--- src/i2cm_pkg.sv ---
// constants and types of the firmware-assisted i2c serial port
//
// Overview of operation
// - start-seen and stop-seen flags clear on reset and while the port is disabled
// - a detected start or stop updates the flags to show the latest condition
// - a pin whose direction bit selects output is driven low, latch ignored
// - event flag sets on start, stop and each byte (in slave mode only from a matching address on); interrupts when enabled
// - master use works in the slave-idle mode code or with slave active
// - interrupt enabled while bus busy fires at the next stop
// - after lost address arbitration the slave keeps receiving and acknowledges a matching write address
// - with clock-release bit clear the clock output is held low
// - the clock hold starts only after the line is sampled already low
// - the clock stays low until release bit set and all others released it
package i2cm_pkg;
    localparam logic [7:0] ADDR_GIC = 8'h0b;
    localparam logic [7:0] ADDR_PIF = 8'h0c;
    localparam logic [7:0] ADDR_BUF = 8'h13;
    localparam logic [7:0] ADDR_CON = 8'h14;
    localparam logic [7:0] ADDR_DIR = 8'h87;
    localparam logic [7:0] ADDR_PIEN = 8'h8c;
    localparam logic [7:0] ADDR_SADR = 8'h93;
    localparam logic [7:0] ADDR_STAT = 8'h94;
    localparam logic [7:0] ADDR_EVST = 8'h20;
    localparam logic [7:0] ADDR_EVCLR = 8'h21;
    localparam logic [7:0] ADDR_EVEN = 8'h22;
    localparam logic [7:0] RST_ZERO = 8'h00;
    localparam logic [7:0] RST_DIR = 8'hff;
    localparam int INT_GIE = 7;
    localparam int INT_PEIE = 6;
    localparam int FLG_EVT = 3;
    localparam int CON_OV = 6;
    localparam int CON_EN = 5;
    localparam int CON_REL = 4;
    localparam int ST_DA = 5;
    localparam int ST_P = 4;
    localparam int ST_S = 3;
    localparam int ST_RW = 2;
    localparam int ST_BF = 0;
    localparam int DIR_SCL = 6;
    localparam int DIR_SDA = 7;
    localparam int EV_START = 0;
    localparam int EV_STOP = 1;
    localparam int EV_BYTE = 2;
    localparam int EV_OV = 3;
    localparam logic [3:0] MODE_MIDLE = 4'hb;
    localparam logic [3:0] MODE_S7 = 4'h6;
    localparam logic [3:0] MODE_S7SP = 4'he;
    localparam logic [3:0] BIT_LAST = 4'h8;
    localparam logic [3:0] BIT_ACK = 4'h9;
    localparam logic [1:0] STAT_WMASK = 2'h3;

    typedef struct packed {
        logic [7:0] addr;
        logic [7:0] wdata;
        logic wr;
        logic rd;
    } i2cm_req_t;

    typedef struct packed {
        logic scl;
        logic sda;
    } i2cm_pins_t;
endpackage : i2cm_pkg

--- src/i2cm_port.sv ---
// serial port with start/stop detection, byte framing, clock hold and register file
//
// Strobed register access is this design's own decision.
`timescale 1ns/1ps
`default_nettype none
module i2cm_port (
    input wire logic sys_clk,
    input wire logic arst_n,
    input wire i2cm_pkg::i2cm_req_t req,
    output logic [7:0] rd_data,
    input wire i2cm_pkg::i2cm_pins_t pin_in,
    output var i2cm_pkg::i2cm_pins_t pin_out,
    output var i2cm_pkg::i2cm_pins_t pin_oe,
    output logic irq
);
    import i2cm_pkg::*;

    logic [7:0] gic_r, pif_r, pien_r, buf_r, con_r, dir_r, sadr_r, stat_r;
    logic [3:0] evst_r, even_r;
    logic [1:0] scl_sy_r, sda_sy_r;
    logic scl_d_r, sda_d_r;
    logic [7:0] shift_r;
    logic [3:0] bitcnt_r;
    logic addr_ph_r, addressed_r, ack_r, hold_r;
    logic port_on, slave_on, scl_rise, scl_fall, start_det, stop_det;
    logic byte_done, addr_hit, take_byte;
    logic wr_buf_rd;
    logic [3:0] ev_set;

    function automatic logic hit(input i2cm_req_t r, input logic [7:0] a, input logic w);
        hit = (w ? r.wr : r.rd) && (r.addr == a);
    endfunction : hit

    // two-stage synchronisers, then a delayed copy for edge detection
    always_ff @(posedge sys_clk or negedge arst_n) begin
        if (!arst_n) begin
            scl_sy_r <= 2'h3;
            sda_sy_r <= 2'h3;
            scl_d_r <= 1'b1;
            sda_d_r <= 1'b1;
        end else begin
            scl_sy_r <= {scl_sy_r[0], pin_in.scl};
            sda_sy_r <= {sda_sy_r[0], pin_in.sda};
            scl_d_r <= scl_sy_r[1];
            sda_d_r <= sda_sy_r[1];
        end
    end

    assign port_on = con_r[CON_EN];
    assign slave_on = (con_r[3:0] == MODE_S7) || (con_r[3:0] == MODE_S7SP);
    assign scl_rise = scl_sy_r[1] && !scl_d_r;
    assign scl_fall = !scl_sy_r[1] && scl_d_r;
    assign start_det = port_on && scl_sy_r[1] && scl_d_r && !sda_sy_r[1] && sda_d_r;
    assign stop_det = port_on && scl_sy_r[1] && scl_d_r && sda_sy_r[1] && !sda_d_r;
    assign byte_done = port_on && scl_fall && (bitcnt_r == BIT_ACK);
    assign addr_hit = addr_ph_r && (shift_r[7:1] == sadr_r[7:1]);
    assign take_byte = byte_done && (!slave_on || addressed_r || addr_hit);
    assign wr_buf_rd = hit(req, ADDR_BUF, 1'b0);
    assign ev_set = {take_byte && stat_r[ST_BF] && !wr_buf_rd, take_byte,
                     stop_det, start_det};

    // bit framing: eight data bits, then the acknowledge clock
    always_ff @(posedge sys_clk or negedge arst_n) begin
        if (!arst_n) begin
            shift_r <= RST_ZERO;
            bitcnt_r <= 4'h0;
            addr_ph_r <= 1'b0;
            addressed_r <= 1'b0;
        end else if (!port_on || start_det || stop_det) begin
            bitcnt_r <= 4'h0;
            addr_ph_r <= start_det;
            addressed_r <= 1'b0;
        end else if (scl_rise && bitcnt_r < BIT_ACK) begin
            if (bitcnt_r < BIT_LAST) begin
                shift_r <= {shift_r[6:0], sda_sy_r[1]};
            end
            bitcnt_r <= bitcnt_r + 4'h1;
        end else if (byte_done) begin
            bitcnt_r <= 4'h0;
            addr_ph_r <= 1'b0;
            if (addr_ph_r && slave_on) begin
                addressed_r <= addr_hit;
            end
        end
    end

    // acknowledge drive during the ninth clock for a matched write address and for later bytes while addressed
    always_ff @(posedge sys_clk or negedge arst_n) begin
        if (!arst_n) begin
            ack_r <= 1'b0;
        end else if (!port_on || !slave_on || byte_done || start_det || stop_det) begin
            ack_r <= 1'b0;
        end else if (scl_fall && bitcnt_r == BIT_LAST) begin
            ack_r <= addr_ph_r ? (addr_hit && !shift_r[0]) : addressed_r;
        end
    end

    // clock hold: begins only once the line is seen low, ends on release bit
    always_ff @(posedge sys_clk or negedge arst_n) begin
        if (!arst_n) begin
            hold_r <= 1'b0;
        end else if (!port_on || con_r[CON_REL]) begin
            hold_r <= 1'b0;
        end else if (!scl_sy_r[1]) begin
            hold_r <= 1'b1;
        end
    end

    // open-drain pins: the level driven is always low
    always_ff @(posedge sys_clk or negedge arst_n) begin
        if (!arst_n) begin
            pin_out <= '0;
            pin_oe <= '0;
        end else begin
            pin_out <= '0;
            pin_oe.scl <= !dir_r[DIR_SCL] || hold_r;
            pin_oe.sda <= !dir_r[DIR_SDA] || ack_r;
        end
    end

    // status: start/stop seen, data/address, direction, buffer full
    always_ff @(posedge sys_clk or negedge arst_n) begin
        if (!arst_n) begin
            stat_r <= RST_ZERO;
        end else if (!port_on) begin
            stat_r[5:0] <= 6'h00;
            if (hit(req, ADDR_STAT, 1'b1)) begin
                stat_r[7:6] <= req.wdata[7:6] & STAT_WMASK;
            end
        end else begin
            if (hit(req, ADDR_STAT, 1'b1)) begin
                stat_r[7:6] <= req.wdata[7:6] & STAT_WMASK;
            end
            if (start_det) begin
                stat_r[ST_S] <= 1'b1;
                stat_r[ST_P] <= 1'b0;
            end else if (stop_det) begin
                stat_r[ST_P] <= 1'b1;
                stat_r[ST_S] <= 1'b0;
            end
            if (byte_done && addr_ph_r && slave_on && addr_hit) begin
                stat_r[ST_RW] <= shift_r[0];
            end
            if (take_byte) begin
                stat_r[ST_DA] <= !addr_ph_r;
                stat_r[ST_BF] <= 1'b1;
            end else if (wr_buf_rd) begin
                stat_r[ST_BF] <= 1'b0;
            end
        end
    end

    // receive buffer; a full buffer keeps its byte and flags overflow
    always_ff @(posedge sys_clk or negedge arst_n) begin
        if (!arst_n) begin
            buf_r <= RST_ZERO;
        end else if (take_byte && (!stat_r[ST_BF] || wr_buf_rd)) begin
            buf_r <= shift_r;
        end else if (hit(req, ADDR_BUF, 1'b1)) begin
            buf_r <= req.wdata;
        end
    end

    // control register; hardware sets overflow and that wins over a write
    always_ff @(posedge sys_clk or negedge arst_n) begin
        if (!arst_n) begin
            con_r <= RST_ZERO;
        end else begin
            if (hit(req, ADDR_CON, 1'b1)) begin
                con_r <= req.wdata;
            end
            if (ev_set[EV_OV]) begin
                con_r[CON_OV] <= 1'b1;
            end
        end
    end

    // plain software registers
    always_ff @(posedge sys_clk or negedge arst_n) begin
        if (!arst_n) begin
            gic_r <= RST_ZERO;
            pien_r <= RST_ZERO;
            dir_r <= RST_DIR;
            sadr_r <= RST_ZERO;
            even_r <= 4'h0;
        end else begin
            if (hit(req, ADDR_GIC, 1'b1)) begin
                gic_r <= req.wdata;
            end
            if (hit(req, ADDR_PIEN, 1'b1)) begin
                pien_r <= req.wdata;
            end
            if (hit(req, ADDR_DIR, 1'b1)) begin
                dir_r <= req.wdata;
            end
            if (hit(req, ADDR_SADR, 1'b1)) begin
                sadr_r <= req.wdata;
            end
            if (hit(req, ADDR_EVEN, 1'b1)) begin
                even_r <= req.wdata[3:0];
            end
        end
    end

    // event flag: set by hardware, cleared only by a software write; set wins
    always_ff @(posedge sys_clk or negedge arst_n) begin
        if (!arst_n) begin
            pif_r <= RST_ZERO;
        end else begin
            if (hit(req, ADDR_PIF, 1'b1)) begin
                pif_r <= req.wdata;
            end
            if (|ev_set[2:0]) begin
                pif_r[FLG_EVT] <= 1'b1;
            end
        end
    end

    // sticky per-event status with write-one-to-clear; set wins
    always_ff @(posedge sys_clk or negedge arst_n) begin
        if (!arst_n) begin
            evst_r <= 4'h0;
        end else begin
            evst_r <= (evst_r & ~(hit(req, ADDR_EVCLR, 1'b1) ? req.wdata[3:0] : 4'h0))
                      | ev_set;
        end
    end

    always_ff @(posedge sys_clk or negedge arst_n) begin
        if (!arst_n) begin
            irq <= 1'b0;
        end else begin
            irq <= (|(evst_r & even_r)) || (pif_r[FLG_EVT] && pien_r[FLG_EVT] &&
                   gic_r[INT_PEIE] && gic_r[INT_GIE]);
        end
    end

    // read data in the cycle after the read strobe; unmapped reads as zero
    always_ff @(posedge sys_clk or negedge arst_n) begin
        if (!arst_n) begin
            rd_data <= RST_ZERO;
        end else if (req.rd) begin
            unique case (req.addr)
                ADDR_GIC: rd_data <= gic_r;
                ADDR_PIF: rd_data <= pif_r;
                ADDR_BUF: rd_data <= buf_r;
                ADDR_CON: rd_data <= con_r;
                ADDR_DIR: rd_data <= dir_r;
                ADDR_PIEN: rd_data <= pien_r;
                ADDR_SADR: rd_data <= sadr_r;
                ADDR_STAT: rd_data <= stat_r;
                ADDR_EVST: rd_data <= {4'h0, evst_r};
                ADDR_EVEN: rd_data <= {4'h0, even_r};
                default: rd_data <= RST_ZERO;
            endcase
        end else begin
            rd_data <= RST_ZERO;
        end
    end
endmodule : i2cm_port
`default_nettype wire

--- config.mk ---
export PLATFORM = sky130hd
export DESIGN_NAME = i2cm_port
export DESIGN_NICKNAME = d
export VERILOG_FILES = /design/src/i2cm_pkg.sv /design/src/i2cm_port.sv
export SDC_FILE = /design/constraint.sdc
export NUM_CORES = 1
export LEC_CHECK = 0
export BUFFER_PORTS_ARGS = -buffer_cell sky130_fd_sc_hd__buf_2
export CORE_ASPECT_RATIO = 1.1
export CORE_UTILIZATION = 54
export DETAILED_ROUTE_END_ITERATION = 8
export GPL_TIMING_DRIVEN = 0
export HOLD_SLACK_MARGIN = 0.05
export PLACE_DENSITY = 0.79
export SYNTH_ARGS = -nofsm -noshare
export SYNTH_HDL_FRONTEND = slang
export SYNTH_SLANG_ARGS = --single-unit
export TNS_END_PERCENT = 50
--- constraint.sdc ---
create_clock -name sys_clk -period 1.8 [get_ports sys_clk]
set_input_delay 0.18 -clock sys_clk [delete_from_list [all_inputs] [get_ports sys_clk]]
set_output_delay 0.18 -clock sys_clk [all_outputs]
set_load 0.03 [all_outputs]
After elaboration in Yosys (flattened, before gate mapping)
Cells that the tools add are included.
{"block": "op_classes", "shift": 0, "n_lt_le_gt_ge": 2, "n_mux": 33, "n_reduce_logical": 74, "multipliers": 0, "bitwise": 5, "n_eq_ne": 22, "addsub": 1, "n_div": 0}
{"op": "8-bit case mux with 10 select lines", "count": 1}
{"op": "1-bit logical AND", "count": 36}
{"op": "8-bit == test, second input constant", "count": 4}
{"op": "8-bit by 6-bit == test with 1-bit output, second input constant", "count": 3}
{"op": "4-bit 2-to-1 mux", "count": 6}
{"op": "8-bit 2-to-1 mux", "count": 3}
{"op": "1-bit 2-to-1 mux", "count": 19}
{"op": "8-bit by 4-bit == test with 1-bit output, second input constant", "count": 2}
{"op": "8-bit by 5-bit == test with 1-bit output, second input constant", "count": 2}
{"op": "1-bit logical OR", "count": 14}
{"op": "4-bit == test, second input constant", "count": 3}
{"op": "1-bit zero test", "count": 12}
{"op": "2-bit nonzero test", "count": 6}
{"op": "4-bit AND", "count": 2}
{"op": "4-bit < comparator, second input constant", "count": 2}
{"op": "7-bit == test", "count": 1}
{"op": "7-bit 2-to-1 mux", "count": 1}
{"op": "2-bit 2-to-1 mux", "count": 3}
{"op": "2-bit by 1-bit != test with 1-bit output, second input constant", "count": 3}
{"op": "3-bit by 1-bit != test with 1-bit output, second input constant", "count": 2}
{"op": "3-bit AND reduction", "count": 2}
{"op": "4-bit by 1-bit adder with 4-bit output, second input constant", "count": 1}
{"op": "4-bit by 3-bit == test with 1-bit output, second input constant", "count": 1}
{"op": "4-bit NOT", "count": 1}
{"op": "other kinds (7)", "count": 7}
{"block": "word_totals", "reg_bits": 104, "ramBits": 0, "input_bits": 22, "out_inout_bits": 13, "n_memories": 0, "latch_bits": 0, "romBits": 0}

Logic depth before layout (Yosys ltp)
{"block": "depth", "depth_word": 9, "mapped_depth": 7, "ltp_nobuf": 7}

Worst setup path before layout
Ideal clock, no wire load.
{"block": "synth_timing", "path_kind": "flip-flop to flip-flop", "startpoint": "reg bitcnt_r[0]", "endpoint": "reg shift_r[0]", "synth_period_minus_slack_ps": 1964, "setup_time_ps": 125, "path_stages_with_launch": 7, "slack_ps": -164, "arrival_ps": 1840, "required_ps": 1675, "n_path_buf": 0, "cell_sequence": "dfrtp_1 > inv_1 > ha_1 > nand2b_1 > a2111o_1 > nor2_2 > mux2_2"}
{"block": "synth_between", "elab_chain_cells": 3, "word_cells_on_any_way": 4, "classes_between": "order compare (2); reduce/logical (2)"}
{"element": "from (decl)", "line": "i2cm_port.sv:23", "rtl": "logic [3:0] bitcnt_r;"}
{"element": "from (signal assigned)", "line": "i2cm_port.sv:77", "rtl": "bitcnt_r <= bitcnt_r + 4'h1;"}
{"element": "4-bit < comparator", "line": "i2cm_port.sv:73", "rtl": "end else if (scl_rise && bitcnt_r < BIT_ACK) begin"}
{"element": "1-bit logical AND", "line": "i2cm_port.sv:73"}
{"element": "3-bit AND reduction (no source line) *"}
{"element": "to (signal assigned)", "line": "i2cm_port.sv:75", "rtl": "shift_r <= {shift_r[6:0], sda_sy_r[1]};"}
{"element": "to (decl)", "line": "i2cm_port.sv:22", "rtl": "logic [7:0] shift_r;"}
Every way passes the cells marked *; elsewhere a longest branch is shown, timed or not.
A chain may end at the register's enable or synchronous reset.

Final worst setup path
{"block": "layout_timing", "startpoint": "reg bitcnt_r[0]", "endpoint": "reg shift_r[1]"}
Same word-level chain as after synthesis.

==> flow_metrics.env <==
export IMPL_ys_seq_area_share_pct=52.9
export IMPL_holdPathStages=2
export IMPL_synthDominantCellAreaShare_pct=45.5
export IMPL_slew_headroom_pct=54.9
export IMPL_worst_slack_ns=-0.110
export IMPL_grt_pass1_wl_um=19100
export IMPL_cts_root_buf="clkbuf_8"
export IMPL_grt_overflow_total=0
export IMPL_min_period_ns=1.91
export IMPL_routedWlPerCell_um=20.8
export IMPL_place_congestion=0.901
export IMPL_p_leak_uw=0.00264
export IMPL_crit_arrival_ns=2.18
export IMPL_cts_buffer_depth=2
export IMPL_max_freq_mhz=524
export IMPL_clkLatencyLatePin_ns=0.37
export IMPL_ctsHtreeMaxLevel=3
export IMPL_syn_inst=393
export IMPL_drt_pass1_iterations=6
export IMPL_dp_hpwl_um=8240
export IMPL_finalPower_uw=4450
export IMPL_viasPerCell=6.05
export IMPL_drcViolationCount=0
export IMPL_synth_area_um2=4950
export IMPL_final_cells=567
export IMPL_cp_max_fo=4
export IMPL_finalInstanceArea_um2=5720
export IMPL_status="finished, violations left"
export IMPL_port_buffers=28
export IMPL_dp_cells=537
export IMPL_ys_flop_type="dfrtp_1"
export IMPL_peakVddDrop_mv=0.560
export IMPL_grt_start_max_net_pins=54
export IMPL_synth_async_reset_ratio_pct=100
export IMPL_synth_seq_cells=104
export IMPL_cp_top_family="compound AO/OA/AOI/OAI gates"
export IMPL_cts_sinks=104
export IMPL_cts_tree="built"
export IMPL_final_common_cell="dfrtp_1"
export IMPL_worst_setup_path_end_kind="register"
export IMPL_cts_buffers_inserted=9
export IMPL_slew_viol_final=0
export IMPL_synthToLayoutAreaGrowth_pct=15.6
export IMPL_dieHeight_um=102
export IMPL_antenna_cells=0
export IMPL_synth_edf_count=0
export IMPL_synth_top_area_cell="dfrtp_1"
export IMPL_path_class="reg2reg"
export IMPL_setup_viol=12
export IMPL_hold_violations=0
export IMPL_num_vias=3428
export IMPL_critPathRequiredTime_ns=2.07
export IMPL_rsz0062_at_grt="true"
export IMPL_ys_top_cells_by_area="dfrtp_1 45%, mux2_2 17%, dfstp_2 7.4%"
export IMPL_skew_ns=0.0107
export IMPL_post_route_period_util_pct=106
export IMPL_critPathSlowestCell="a2111o_1"
export IMPL_std_cell_rows=36
export IMPL_placed_area_um2=5270
export IMPL_dieWidth_um=93.3
export IMPL_yosysWarnings=0
export IMPL_layout_drive_gt1_share_pct=41.3
export IMPL_die_area_um2=9560
export IMPL_cp_cell_sequence="inv_2 -> ha_4 -> nand2b_4 -> a2111o_1 -> buf_6 -> nor2_4 -> mux2_4"
export IMPL_nets=473
export IMPL_worstSetupStartpointType="register"
export IMPL_track_usage_pct=27.0
export IMPL_worst_pin_slew_ns=0.676
export IMPL_postRouteAntennaNets=0
export IMPL_grt_pass1_vias=3565
export IMPL_synth_cell_types=62
export IMPL_violations="negative setup slack"
export IMPL_slowest_delay_ns=0.44
export IMPL_synth_area_per_cell_um2=12.6
export IMPL_first_iter_violations=204
export IMPL_critPathBufInv=2
export IMPL_ioPinCount=35
export IMPL_worst_path_stages=7
export IMPL_finalWirelength_um=11800
export IMPL_hp_class="in2reg"
export IMPL_grt_antenna_before_repair=0
export IMPL_start_util_pct=55.8
export IMPL_final_cell_mix="88 x dfrtp_1, 68 x mux2_2, 32 x buf_2"
export IMPL_coreArea_um2=8870
export IMPL_worstRegToRegCells=7
export IMPL_cellPowerDensity_nw_per_um2=778
export IMPL_cts_clk_slew_worst_paths_ns=0.10
export IMPL_cap_violations=0
-- synthesized netlist by cell type (all sizes together) (3+ instances only) --
cell type / number
dfrtp: 90
mux2: 80
nand2: 24
nor2: 22
a22oi: 15
dfstp: 14
buf: 11
o21ai: 10
a21oi: 8
nand3: 8
xnor2: 8
mux2i: 7
a31oi: 6
inv: 6
nand4: 6
a221oi: 5
clkbuf: 5
nor3: 5
nor3b: 5
a222oi: 4
and3: 4
a211oi: 3
a21bo: 3
a21o: 3
a32o: 3
ha: 3
nand2b: 3
nand4b: 3
-- routing by layer --
layer	share of wire [%]	wire [um]	GRT usage, %	up-vias
met2	50	5870	44.9	96
met4	1.9	228	10.4	0
met5	0	0	0	-
li1	-	-	-	1588
met3	3.7	430	5.88	20
met1	45	5240	34.7	1724
-- state kept, by name, indices dropped and copies added, names as in the netlist, 4 cells and up --
register and cells:
con_r 8, pien_r 8, gic_r 8, evst_r 4, shift_r 8, rd_data 8, sadr_r 8, dir_r 8
bitcnt_r 4, pif_r 8, stat_r 7, even_r 4, buf_r 8
-- through the flow --
step | util, % | hold WS [ns] | worst slack [ns] | TNS [ns]
3_3_place_gp | 59.1 | 0.284 | -0.484 | -60.44
4_1_cts | 64.0 | 0.135 | -0.140 | -0.658
6_report | 64.5 | 0.152 | -0.110 | -0.610
5_1_grt | 64.5 | 0.146 | -0.165 | -2.28
3_5_place_dp | 59.4 | 0.256 | -0.437 | -19.22
2_1_floorplan | - | -0.116 | -0.0596 | -0.477
-- logic make-up (layout without fill, tap and decap cells) --
family / Yosys count / after routing / share of synthesized area [%]
muxes: 87 / 87 / 19.6
adders and majority gates: 3 / 3 / 0.758
buffers and inverters: 22 / 80 / 2.20
AOI/OAI and AO/OA: 74 / 74 / 11.9
other: 1 / 2 / 0.0757
xor gates and xnor gates: 8 / 8 / 1.42
DFF: 104 / 104 / 52.9
and+or+nand+nor: 94 / 95 / 11.1
-- what timing repair did --
item	CTS	global route
hold buffers	3	0
gates cloned	1	0
setup endpoints to repair	33	48
hold endpoints to repair	49	0
gates resized for setup	22	7
pin swaps	4	5
buffers inserted	7	3
-- final cells by class --
| type | count | area (um^2) |
|---|---|---|
| buffer | 16 | 90.1 |
| clock buffer | 12 | 165 |
| clock inverter | 4 | 58.8 |
| fill | 681 | 3150 |
| inverter | 6 | 22.5 |
| multi-input combinational | 269 | 2330 |
| sequential | 104 | 2620 |
| tap | 114 | 143 |
| timing repair buffer | 42 | 292 |
-- report_power, final --
part           leakage [uW]  internal [uW]  switching, uW
Combinational       0.00116            149            201
Clock              0.000115            775            820
Sequential          0.00137           2440           72.8
Total               0.00264           3360           1090
-- path summary, 6_finish.rpt --
check | start | to | slack (ns)
min in group asynchronous | arst_n | even_r[3]$_DFFE_PN0P_ | 0.39
worst min-delay path | req[6] | con_r[4]$_DFFE_PN0P_ | 0.15
max in group asynchronous | arst_n | scl_sy_r[0]$_DFF_PN1_ | 0.67
worst max-delay path | bitcnt_r[0]$_DFFE_PN0P_ | shift_r[1]$_DFFE_PN0P_ | -0.11
worst min register to register | scl_sy_r[0]$_DFF_PN1_ | scl_sy_r[1]$_DFF_PN1_ | 0.36
worst max register to register | bitcnt_r[0]$_DFFE_PN0P_ | shift_r[1]$_DFFE_PN0P_ | -0.11
Power figures use the tool's default switching activity.
